### config.mk
export PLATFORM = sky130hd
export DESIGN_NAME = dmct_counter_timer
export DESIGN_NICKNAME = d
export VERILOG_FILES = /design/src/rtl/dmct_pkg.sv /design/src/rtl/dmct_counter_timer.sv
export VERILOG_INCLUDE_DIRS = /design/src /design/src/rtl
export SDC_FILE = /design/constraint.sdc
export NUM_CORES = 1
export LEC_CHECK = 0
export ABC_AREA = 1
export BUFFER_PORTS_ARGS = -buffer_cell sky130_fd_sc_hd__buf_2
export CAP_MARGIN = 0
export CORE_UTILIZATION = 50
export CTS_CLUSTER_SIZE = 25
export DETAILED_ROUTE_END_ITERATION = 16
export PLACE_DENSITY = 0.75
export SETUP_SLACK_MARGIN = 0.02
export SLEW_MARGIN = 0
export SYNTH_ARGS = -nofsm -noshare
export SYNTH_HDL_FRONTEND = slang
export SYNTH_SLANG_ARGS = --single-unit
### constraint.sdc
create_clock -name core_clk -period 1.8 [get_ports core_clk]
set_input_delay 0 -clock core_clk [delete_from_list [all_inputs] [get_ports core_clk]]
set_output_delay 0 -clock core_clk [all_outputs]
set_load 0.03 [all_outputs]
### src/rtl/dmct_consts.svh
// Overview of operation
// RL1 - Preset high byte at offset 0x6, low byte at offset 0x7.
// RL2 - Host never loads a preset below 0x0002.
// RL3 - Preset bytes are write-only; reads there never return the preset.
// RL4 - Timer square wave period equals twice the preset, in counter clocks.
// RL5 - Idle after reset until a start read at address 1110.
// RL6 - Timer runs continuously; each start restarts a cycle from the preset.
// RL7 - Timer preset rewrite takes effect from the next half-period.
// RL8 - Timer sets ready once per wave cycle; stop read 1111 clears it only.
// RL9 - Pin three carries the timer square wave when selected.
// RL10 - Counter start loads preset, counts down, sets ready at 0x0000.
// RL11 - Counter keeps decrementing past zero, wrapping, until stopped.
// RL12 - Counter pin three high until terminal count, low after; stop restores.
// RL13 - Counter preset applies only at next start; old preset kept.
// RL14 - Host stops the counter before reading both count bytes.
// RL15 - Divide-by-16 source gives maximum divisor of 1,048,575; code reaches 16 x 65535 = 1,048,560.
// RL16 - Counter ready reaches interrupt output only while mask bit 3 is set.
// RL17 - Three-bit field picks mode and clock source; codes 1xx are timer.
// RL18 - Reset leaves block idle, ready clear, pin three high.
`ifndef DMCT_CONSTS_SVH
`define DMCT_CONSTS_SVH
`define DMCT_ADDR_AUX_CTRL    4'h4
`define DMCT_ADDR_INT_MASK    4'h5
`define DMCT_ADDR_PRESET_HIGH 4'h6
`define DMCT_ADDR_PRESET_LOW  4'h7
`define DMCT_ADDR_START       4'he
`define DMCT_ADDR_STOP        4'hf
`define DMCT_MODE_LSB         4
`define DMCT_MODE_MSB         6
`define DMCT_READY_BIT        3
`define DMCT_MODE_RESET       3'h0
`define DMCT_MASK_RESET       8'h00
`define DMCT_PRESET_RESET     16'h0002
`define DMCT_PRESCALE_LAST    4'hf
`endif

### src/rtl/dmct_pkg.sv
package dmct_pkg;
   // Clock source choices, in the order of the mode field codes
   typedef enum logic [1:0] {
      DMCT_SRC_IP2,
      DMCT_SRC_TXA,
      DMCT_SRC_TXB,
      DMCT_SRC_XTAL
   } dmct_src_t;
   typedef enum {
      DMCT_IDLE,
      DMCT_RUN,
      DMCT_HALT
   } dmct_state_t;
endpackage : dmct_pkg

### src/rtl/dmct_counter_timer.sv
`timescale 1ns/1ns
`default_nettype none
`include "dmct_consts.svh"
module dmct_counter_timer
   import dmct_pkg::*;
#(
   parameter int CNT_W = 16
)
(
   // Clock, reset, enable
   input  wire logic       core_clk,
   input  wire logic       sys_rst,
   input  wire logic       clk_en,
   // Host bus, same clock domain
   input  wire logic [3:0] host_addr,
   input  wire logic [7:0] host_wdata,
   input  wire logic       host_rd,
   input  wire logic       host_wr,
   output logic      [7:0] host_rdata,
   // Counter clock pins
   input  wire logic       external_input_two,
   input  wire logic       transmit_a_unit_clock,
   input  wire logic       transmit_b_unit_clock,
   input  wire logic       crystal_clock_input,
   // Output pin selection and results
   input  wire logic       op3_is_counter,
   output logic            output_pin_three,
   output logic            counter_ready,
   output logic            counter_irq
);

   ////////////////////////////////////////////////////////////////////////////
   logic [2:0]       auxiliary_control;
   logic [7:0]       interrupt_mask;
   logic [CNT_W-1:0] preset;
   logic [CNT_W-1:0] count;
   logic             wave;
   logic             cnt_out;
   logic [3:0]       prescale;
   dmct_state_t      state;
   logic [3:0]       s1;
   logic [3:0]       s2;
   logic [3:0]       s3;
   logic [3:0]       filt;
   logic [3:0]       filt_d;

   ////////////////////////////////////////////////////////////////////////////
   // Pin clocks: three stages, a change counts once stages two and three agree
   // Clock enable low freezes the stages too, so no edge is lost or doubled
   wire logic [3:0] pins = {crystal_clock_input, transmit_b_unit_clock,
                            transmit_a_unit_clock, external_input_two};
   wire logic [3:0] rise;
   genvar g;
   generate
      for (g = 0; g < 4; g++)
      begin : g_sync
         always_ff @(posedge core_clk)
         begin
            if (sys_rst)
            begin
               s1[g]     <= 1'b0;
               s2[g]     <= 1'b0;
               s3[g]     <= 1'b0;
               filt[g]   <= 1'b0;
               filt_d[g] <= 1'b0;
            end
            else if (clk_en)
            begin
               s1[g]     <= pins[g];
               s2[g]     <= s1[g];
               s3[g]     <= s2[g];
               filt[g]   <= (s2[g] == s3[g]) ? s3[g] : filt[g];
               filt_d[g] <= filt[g];
            end
         end
         assign rise[g] = filt[g] & ~filt_d[g];
      end
   endgenerate

   ////////////////////////////////////////////////////////////////////////////
   // Mode field decode
   // A mode change mid-run is not sequenced; stop and restart around it
   wire logic      timer_mode = auxiliary_control[2]; // RL17
   wire dmct_src_t src_sel    = timer_mode ?
      (auxiliary_control[1] ? DMCT_SRC_XTAL : DMCT_SRC_IP2) :
      dmct_src_t'(auxiliary_control[1:0]); // RL17
   wire logic      div16      = timer_mode ? auxiliary_control[0]
                                           : (auxiliary_control[1:0] == 2'b11); // RL17
   wire logic      src_edge   = rise[src_sel];
   // Prescaler only advances while running, so a start gives a clean phase
   wire logic      ct_tick    = (state == DMCT_RUN) & src_edge &
                                (~div16 | (prescale == `DMCT_PRESCALE_LAST)); // RL15

   ////////////////////////////////////////////////////////////////////////////
   // Host access decode
   wire logic do_start  = host_rd & (host_addr == `DMCT_ADDR_START); // RL5
   wire logic do_stop   = host_rd & (host_addr == `DMCT_ADDR_STOP); // RL8
   wire logic wr_aux    = host_wr & (host_addr == `DMCT_ADDR_AUX_CTRL);
   wire logic wr_mask   = host_wr & (host_addr == `DMCT_ADDR_INT_MASK);
   wire logic wr_hi     = host_wr & (host_addr == `DMCT_ADDR_PRESET_HIGH);
   wire logic wr_lo     = host_wr & (host_addr == `DMCT_ADDR_PRESET_LOW);
   wire logic [7:0] status_rd = {4'h0, counter_ready, 3'h0};
   // Count, not preset, answers at the preset offsets
   wire logic [7:0] next_rdata =
      (host_addr == `DMCT_ADDR_INT_MASK)   ? status_rd :
      (host_addr == `DMCT_ADDR_PRESET_HIGH) ? count[15:8] : // RL3
      (host_addr == `DMCT_ADDR_PRESET_LOW)  ? count[7:0] : 8'h00; // RL3

   ////////////////////////////////////////////////////////////////////////////
   // Count engine
   // Timer reloads only at a half-period end or a start, so a rewrite waits for one
   wire logic tc_timer   = timer_mode & ct_tick & (count <= 16'h0001);
   wire logic tc_counter = ~timer_mode & ct_tick & (count == 16'h0001);
   wire logic ready_set  = (tc_timer & ~wave) | tc_counter; // RL8 RL10
   // Next preset word, assembled from the two byte writes
   wire logic [CNT_W-1:0] next_preset = {wr_hi ? host_wdata : preset[15:8],
                                         wr_lo ? host_wdata : preset[7:0]}; // RL1
   wire logic [CNT_W-1:0] next_count =
      do_start ? preset :                       // RL6 RL10 RL13
      tc_timer ? preset :                       // RL4 RL7
      ct_tick  ? count - 16'h0001 : count;      // RL11

   always_ff @(posedge core_clk)
   begin
      if (sys_rst)
      begin
         auxiliary_control <= `DMCT_MODE_RESET;
         interrupt_mask    <= `DMCT_MASK_RESET;
         preset            <= `DMCT_PRESET_RESET;
         host_rdata        <= 8'h00;
      end
      else if (clk_en)
      begin
         if (wr_aux)
            auxiliary_control <= host_wdata[`DMCT_MODE_MSB:`DMCT_MODE_LSB];
         if (wr_mask)
            interrupt_mask <= host_wdata;
         preset <= next_preset; // RL1
         if (host_rd)
            host_rdata <= next_rdata;
      end
   end

   ////////////////////////////////////////////////////////////////////////////
   // Run state: only a start leaves idle
   always_ff @(posedge core_clk)
   begin
      if (sys_rst)
         state <= DMCT_IDLE; // RL18
      else if (clk_en)
      begin
         case (state)
            DMCT_IDLE:
               if (do_start)
                  state <= DMCT_RUN; // RL5
            DMCT_RUN:
               if (do_stop & ~timer_mode)
                  state <= DMCT_HALT; // RL8 RL12
            DMCT_HALT:
               if (do_start)
                  state <= DMCT_RUN; // RL10
            default:
               state <= DMCT_IDLE;
         endcase
      end
   end

   always_ff @(posedge core_clk)
   begin
      if (sys_rst)
      begin
         count    <= 16'h0000;
         prescale <= 4'h0;
         wave     <= 1'b1;
      end
      else if (clk_en)
      begin
         count <= next_count;
         if (do_start)
            prescale <= 4'h0;
         else if ((state == DMCT_RUN) & src_edge)
            prescale <= prescale + 4'h1; // RL15
         if (do_start)
            wave <= 1'b1; // RL6
         else if (tc_timer)
            wave <= ~wave; // RL4
      end
   end

   ////////////////////////////////////////////////////////////////////////////
   // Ready flag: a set in the same cycle as a stop wins
   wire logic next_ready   = ready_set | (counter_ready & ~do_stop); // RL8
   // Counter output low from terminal count until stop or restart
   wire logic next_cnt_out = tc_counter ? 1'b0 :
                             (do_stop | do_start) ? 1'b1 : cnt_out; // RL12
   // Wave pin follows the toggle in the cycle of the reload, no extra lag
   wire logic next_wave_pin = do_start ? 1'b1 : (tc_timer ? ~wave : wave); // RL4
   wire logic next_pin     = ~op3_is_counter ? 1'b1 :
                             timer_mode ? next_wave_pin : next_cnt_out; // RL9 RL12

   ////////////////////////////////////////////////////////////////////////////
   // Output registers
   always_ff @(posedge core_clk)
   begin
      if (sys_rst)
      begin
         counter_ready    <= 1'b0; // RL18
         cnt_out          <= 1'b1;
         output_pin_three <= 1'b1; // RL18
         counter_irq      <= 1'b0;
      end
      else if (clk_en)
      begin
         counter_ready    <= next_ready;
         cnt_out          <= next_cnt_out;
         output_pin_three <= next_pin;
         counter_irq      <= next_ready & interrupt_mask[`DMCT_READY_BIT]; // RL16
      end
   end

endmodule : dmct_counter_timer
`default_nettype wire

==> Word level (Yosys, flattened, before mapping) <==
Index checks and enable logic that the tools add are counted.
{ "op_classes": {"n_addsub": 2, "n_lt_le_gt_ge": 2, "eq_ne": 18, "n_mux": 22, "bitwise_logic": 32, "n_reduce_logical": 16} }
{ "op_table": {"columns": ["operator", "n"], "rows": [
  ["equality test 32 x 2 -> 1 bit, second input constant", 2],
  ["two-way mux 32 bit", 2],
  ["case mux 32 bit (2 select lines)", 1],
  ["two-way mux 16 bit", 3],
  ["equality test 32 x 1 -> 1 bit, second input constant", 1],
  ["zero test 32 bit", 1],
  ["two-way mux 8 bit", 3],
  ["AND reduction 2 bit", 11],
  ["AND 1 bit", 20],
  ["equality test 16 x 1 -> 1 bit, second input constant", 1],
  ["equality test 4 x 3 -> 1 bit, second input constant", 4],
  ["less-or-equal comparator 16 x 1 -> 1 bit, second input constant", 1],
  ["subtractor 16 x 1 -> 16 bit, second input constant", 1],
  ["equality test 4 bit, second input constant", 3],
  ["two-way mux 1 bit", 8],
  ["two-way mux 4 bit", 2],
  ["inverter 1 bit", 8],
  ["adder 4 x 1 -> 4 bit, second input constant", 1],
  ["equality test 1 bit", 4],
  ["two-way mux 2 bit", 2],
  ["bitwise OR 1 bit", 4],
  ["< comparator 2 x 3 -> 1 bit, second input constant", 1],
  ["AND reduction 3 bit", 1],
  ["nonzero test 3 bit", 1],
  ["other kinds (6)", 6]
]} }
{ "totals": {"reg_bits": 108, "input_bits": 22, "output_inout_bits": 11, "word_cells": 125} }

==> Logic depth before layout (Yosys ltp) <==
{ "depth": {"ltp_word": 12, "ltp_mapped": 15, "depth_no_buf": 15} }

==> Least setup slack after synthesis <==
OpenSTA, ideal clock, no wires.
{ "synth_path": {"path_kind": "register to register", "startpoint": "register count[0]", "endpoint": "register output_pin_three", "setup_time_ns": 0.119, "arrival_ns": 1.763, "required_ns": 1.681, "path_slack_ns": -0.082, "path_stages_with_launch": 15, "path_buffers": 0, "period_less_slack_ns": 1.882, "cell_sequence": "dfxtp_1 > inv_1 > ha_1 > nand2_2 > nor2_4 > nor2_1 > nor2_2 > nand3_4 > inv_1 > ha_1 > nand2_1 > nand2_1 > nand2_1 > o21ai_0 > nand2_1"} }
{ "synth_between": {"elab_chain_len": 6, "elab_cells_between_ends": 9, "cone_classes": "order compare (1); eq/ne (1); mux (5); bitwise (2)"} }
{ "synth_lines": {"columns": ["item", "line", "rtl"], "rows": [
  ["from (decl)", "dmct_counter_timer.sv:36", "logic [CNT_W-1:0] count;"],
  ["from (signal assigned)", "dmct_counter_timer.sv:178", "count <= next_count;"],
  ["less-or-equal comparator 16 x 1 -> 1 bit", "dmct_counter_timer.sv:112", "wire logic tc_timer = timer_mode & ct_tick & (count <= 16'h0001);"],
  ["AND 1 bit", "dmct_counter_timer.sv:112", null],
  ["two-way mux 1 bit (2 in series)", null, null],
  ["two-way mux 1 bit *", "dmct_counter_timer.sv:199", "timer_mode ? next_wave_pin : next_cnt_out;"],
  ["two-way mux 1 bit *", "dmct_counter_timer.sv:198", "wire logic next_pin = ~op3_is_counter ? 1'b1 :"],
  ["to (signal assigned)", "dmct_counter_timer.sv:216", "output_pin_three <= next_pin;"],
  ["to (decl)", "dmct_counter_timer.sv:27", "output logic output_pin_three,"]
]} }
Mark *: on every way between the ends. The rest lies on a longest branch, timed or not.
A chain may end at the register's enable or synchronous reset.

==> Worst setup path after layout <==
{ "layout_path": {"startpoint": "register prescale[1]", "endpoint": "register output_pin_three"} }
{ "layout_between": {"elab_chain_len": 9, "elab_cells_between_ends": 12, "cone_classes": "eq/ne (1); mux (5); bitwise (6)"} }
{ "layout_lines": {"columns": ["item", "line", "rtl"], "rows": [
  ["from (decl)", "dmct_counter_timer.sv:39", "logic [3:0] prescale;"],
  ["from (signal assigned)", "dmct_counter_timer.sv:182", "prescale <= prescale + 4'h1;"],
  ["equality test 4 bit (no line) *", null, null],
  ["bitwise OR 1 bit *", "dmct_counter_timer.sv:92", "(~div16 | (prescale == `DMCT_PRESCALE_LAST));"],
  ["AND 1 bit *", "dmct_counter_timer.sv:91", "wire logic ct_tick = (state == DMCT_RUN) & src_edge &"],
  ["AND 1 bit (2 in series)", "dmct_counter_timer.sv:112", null],
  ["two-way mux 1 bit (2 in series)", null, null],
  ["two-way mux 1 bit *", "dmct_counter_timer.sv:199", null],
  ["two-way mux 1 bit *", "dmct_counter_timer.sv:198", null]
]} }
Marks and branches as above.

==> flow_metrics.env <==
export IMPL_worst_path_buf_inv=2
export IMPL_drt_iter0_markers=261
export IMPL_hold_class="input port to flop"
export IMPL_fin_crit_sh=0.9599
export IMPL_pre_cts_ws_ns=-0.05611
export IMPL_drv_cap=0
export IMPL_max_freq_mhz=578.8
export IMPL_fp_dieH_um=89.12
export IMPL_nets=618
export IMPL_critical_path_top_delay_family="simple AND/OR/NAND/NOR gates"
export IMPL_routed_wl_um=9760
export IMPL_io_buffers=32
export IMPL_rows=31
export IMPL_reg2regPathDepth=13
export IMPL_hold_depth=3
export IMPL_ys_top_cells_by_area="dfxtp_1, nand2_1, o21ai_0"
export IMPL_gr_total_overflow=0
export IMPL_cp_required_ns=2.05
export IMPL_grt_pass1_wl_um=15460
export IMPL_period_minus_slack_ns=1.728
export IMPL_multiInputGateArea_um2=2076
export IMPL_synth_cell_type_count=37
export IMPL_drc=0
export IMPL_antenna_left=0
export IMPL_synth_seq_cells=75
export IMPL_criticalPathCategory="flop to flop"
export IMPL_grt_pass1_vias=3366
export IMPL_design_die_area_um2=7942
export IMPL_seqCellArea_um2=1513
export IMPL_critical_path_arrival_ns=1.97
export IMPL_crit_chain="ha_2, nand3_1, nand2_1, nor2_2, inv_2, nand3_4, inv_4, ha_4, nand2_4, nand2_2, nand2_2, o21ai_2, nand2_1"
export IMPL_startpoint_type="flop"
export IMPL_p_per_area_nw_per_um2=690.6
export IMPL_irDropWorstVdd_v=0.0004865
export IMPL_cp_depth=13
export IMPL_syn_nets=539
export IMPL_layout_drive_gt1_share=0.3015
export IMPL_initial_core_util=0.5204
export IMPL_ys_seq_area_frac=0.3956
export IMPL_worst_slew_pin_slew_ns=0.6099
export IMPL_cp_max_fo=4
export IMPL_critPathCaptureType="flop"
export IMPL_core_um2=7292
export IMPL_detail_route_wl_per_cell_um=14.02
export IMPL_hold_ws_ns=-0.001474
export IMPL_cts_tree="built"
export IMPL_num_antenna_cells=0
export IMPL_cts_made_buffers=9
export IMPL_grt_antenna_before_repair=0
export IMPL_clkLatencyLatePin_ns=0.36
export IMPL_setup_tns_ns=0
export IMPL_gp_congestion=0.9361
export IMPL_report_final_setup_viol=0
export IMPL_grt_start_max_net_pins=28
export IMPL_dieWidth_um=89.12
export IMPL_cp_slowest_stage_delay_ns=0.33
export IMPL_clk_pin_slew_ns=0.08
export IMPL_synth_top_area_frac=0.3956
export IMPL_syn_avg_cell_area_um2=7.397
export IMPL_rsz0062_at_grt="yes"
export IMPL_status="finished with violations"
export IMPL_nFillCells=636
export IMPL_clockBufferDepth=2
export IMPL_root_buffer="clkbuf_8"
export IMPL_syn_inst=513
export IMPL_h_tree_depth=3
export IMPL_violations="negative hold slack"
export IMPL_routed_via_density=5.241
export IMPL_slew_headroom=0.5923
export IMPL_drv_slew=0
export IMPL_netlist_area_um2=3795
export IMPL_hold_viol_final=1
export IMPL_syn2layout_area_growth_pct=25.49
export IMPL_r2r_slack_ns=0.07
export IMPL_cts_sinks=75
export IMPL_fin_skew_ns=0.01209
export IMPL_dp_hpwl_um=6629
export IMPL_yosysTopAreaCell="dfxtp_1"
export IMPL_grt_usage=0.2559
export IMPL_mostFrequentLayoutCells="nand2_1, dfxtp_1, inv_1"
export IMPL_via_count=3648
export IMPL_final_common_cell="nand2_1"
export IMPL_fin_ws_ns=0.07225
export IMPL_total_leakage_power_nw=1.975
export IMPL_first_pass_iters=5
export IMPL_pin_count=33
export IMPL_worst_path_max_delay_cell="dfxtp_2"
export IMPL_yosys_warnings=0
==> worst min-delay path: stages <==
cell,delay [ns]
buf_2,0.13
o21ai_0,0.09
a21oi_1,0.10
==> final timing paths <==
check,startpoint,endpoint
worst max-delay path,prescale[1],output_pin_three
worst min-delay path,host_wdata[5],auxiliary_control[1]
worst max register to register,prescale[1],output_pin_three
worst min register to register,preset[11],preset[11]
==> sequential cells by signal, summed over array words and instances, names as in the netlist <==
| name | flops |
|---|---|
| auxiliary_control | 3 |
| counter_ready | 1 |
| wave | 1 |
| prescale | 4 |
| state | 2 |
| filt_d | 4 |
| counter_irq | 1 |
| count | 16 |
| filt | 4 |
| output_pin_three | 1 |
| interrupt_mask | 1 |
| preset | 16 |
| s3 | 4 |
| host_rdata | 8 |
| s1 | 4 |
| s2 | 4 |
| cnt_out | 1 |
==> synth_stat cells <==
| cell type | count |
|---|---|
| o21ai_1 | 1 |
| clkbuf_1 | 12 |
| nand3_1 | 24 |
| nand2_4 | 3 |
| buf_2 | 2 |
| nand2_1 | 81 |
| nor2_1 | 55 |
| dfxtp_1 | 75 |
| o211ai_1 | 1 |
| nand2_2 | 9 |
| inv_1 | 59 |
| nand4_4 | 1 |
| a211oi_1 | 1 |
| nor2_8 | 1 |
| nand3_2 | 6 |
| nand3_4 | 1 |
| a31oi_1 | 1 |
| and3_1 | 1 |
| xor2_1 | 13 |
| nor2_4 | 3 |
| o21ai_2 | 8 |
| buf_12 | 2 |
| ha_1 | 4 |
| o22ai_1 | 7 |
| a21oi_2 | 9 |
| nor4_1 | 1 |
| buf_6 | 2 |
| buf_8 | 1 |
| a21oi_1 | 52 |
| nand4_1 | 4 |
| inv_2 | 3 |
| clkinv_1 | 1 |
| nor3_1 | 5 |
| nor2_2 | 6 |
| nand2_8 | 1 |
| nor3b_1 | 1 |
| o21ai_0 | 56 |
==> kinds of logic after synthesis <==
logic type      synth area share
buf+inv                  0.09726
simple gates              0.2638
fa+ha+maj                0.01319
flops                     0.3956
compound gates            0.2001
xor+xnor                 0.03000
==> per-layer routing <==
metal  vias to the layer above  track usage  wire length, µm
met5                         -            0                0
met4                         0      0.09668              242
met3                        24      0.03786              469
met2                       121       0.4136             4473
met1                      1669       0.3462             4575
li1                       1834            -                -
==> where the power goes <==
part	leakage [nW]	internal, W	switching [W]
Combinational	1.28	0.000156	0.000231
Clock	0.0860	0.000507	0.000681
Sequential	0.613	0.00169	0.0000188
Total	1.97	0.00236	0.000932
==> through the flow <==
step,std cells,util,area [µm²],total power (W)
after floorplan,513,-,3812,0.001978
after global placement,660,0.5830,4252,0.002079
after detailed placement,660,0.5830,4252,0.002089
after CTS,689,0.6278,4578,0.003269
after global routing,696,0.6531,4762,0.003416
final,696,0.6531,4762,0.003289
==> timing repair <==
item | CTS | global route
endpoints found under the setup margin | 1 | 20
pin swaps | 2 | 15
hold buffers | 12 | 0
gates cloned | 0 | 1
resized for setup | 8 | 40
hold endpoints to repair | 18 | 0
buffers inserted | 1 | 6
==> layout make-up <==
class,instances,area share
multi-input cells,357,0.4359
clock buffers,9,0.02601
repair buffers,86,0.1329
clock inverters,7,0.01077
flip-flops and latches,75,0.3177
well taps,99,0.02601
inverters,63,0.05071
No activity file was read; power rests on OpenSTA's default activity.
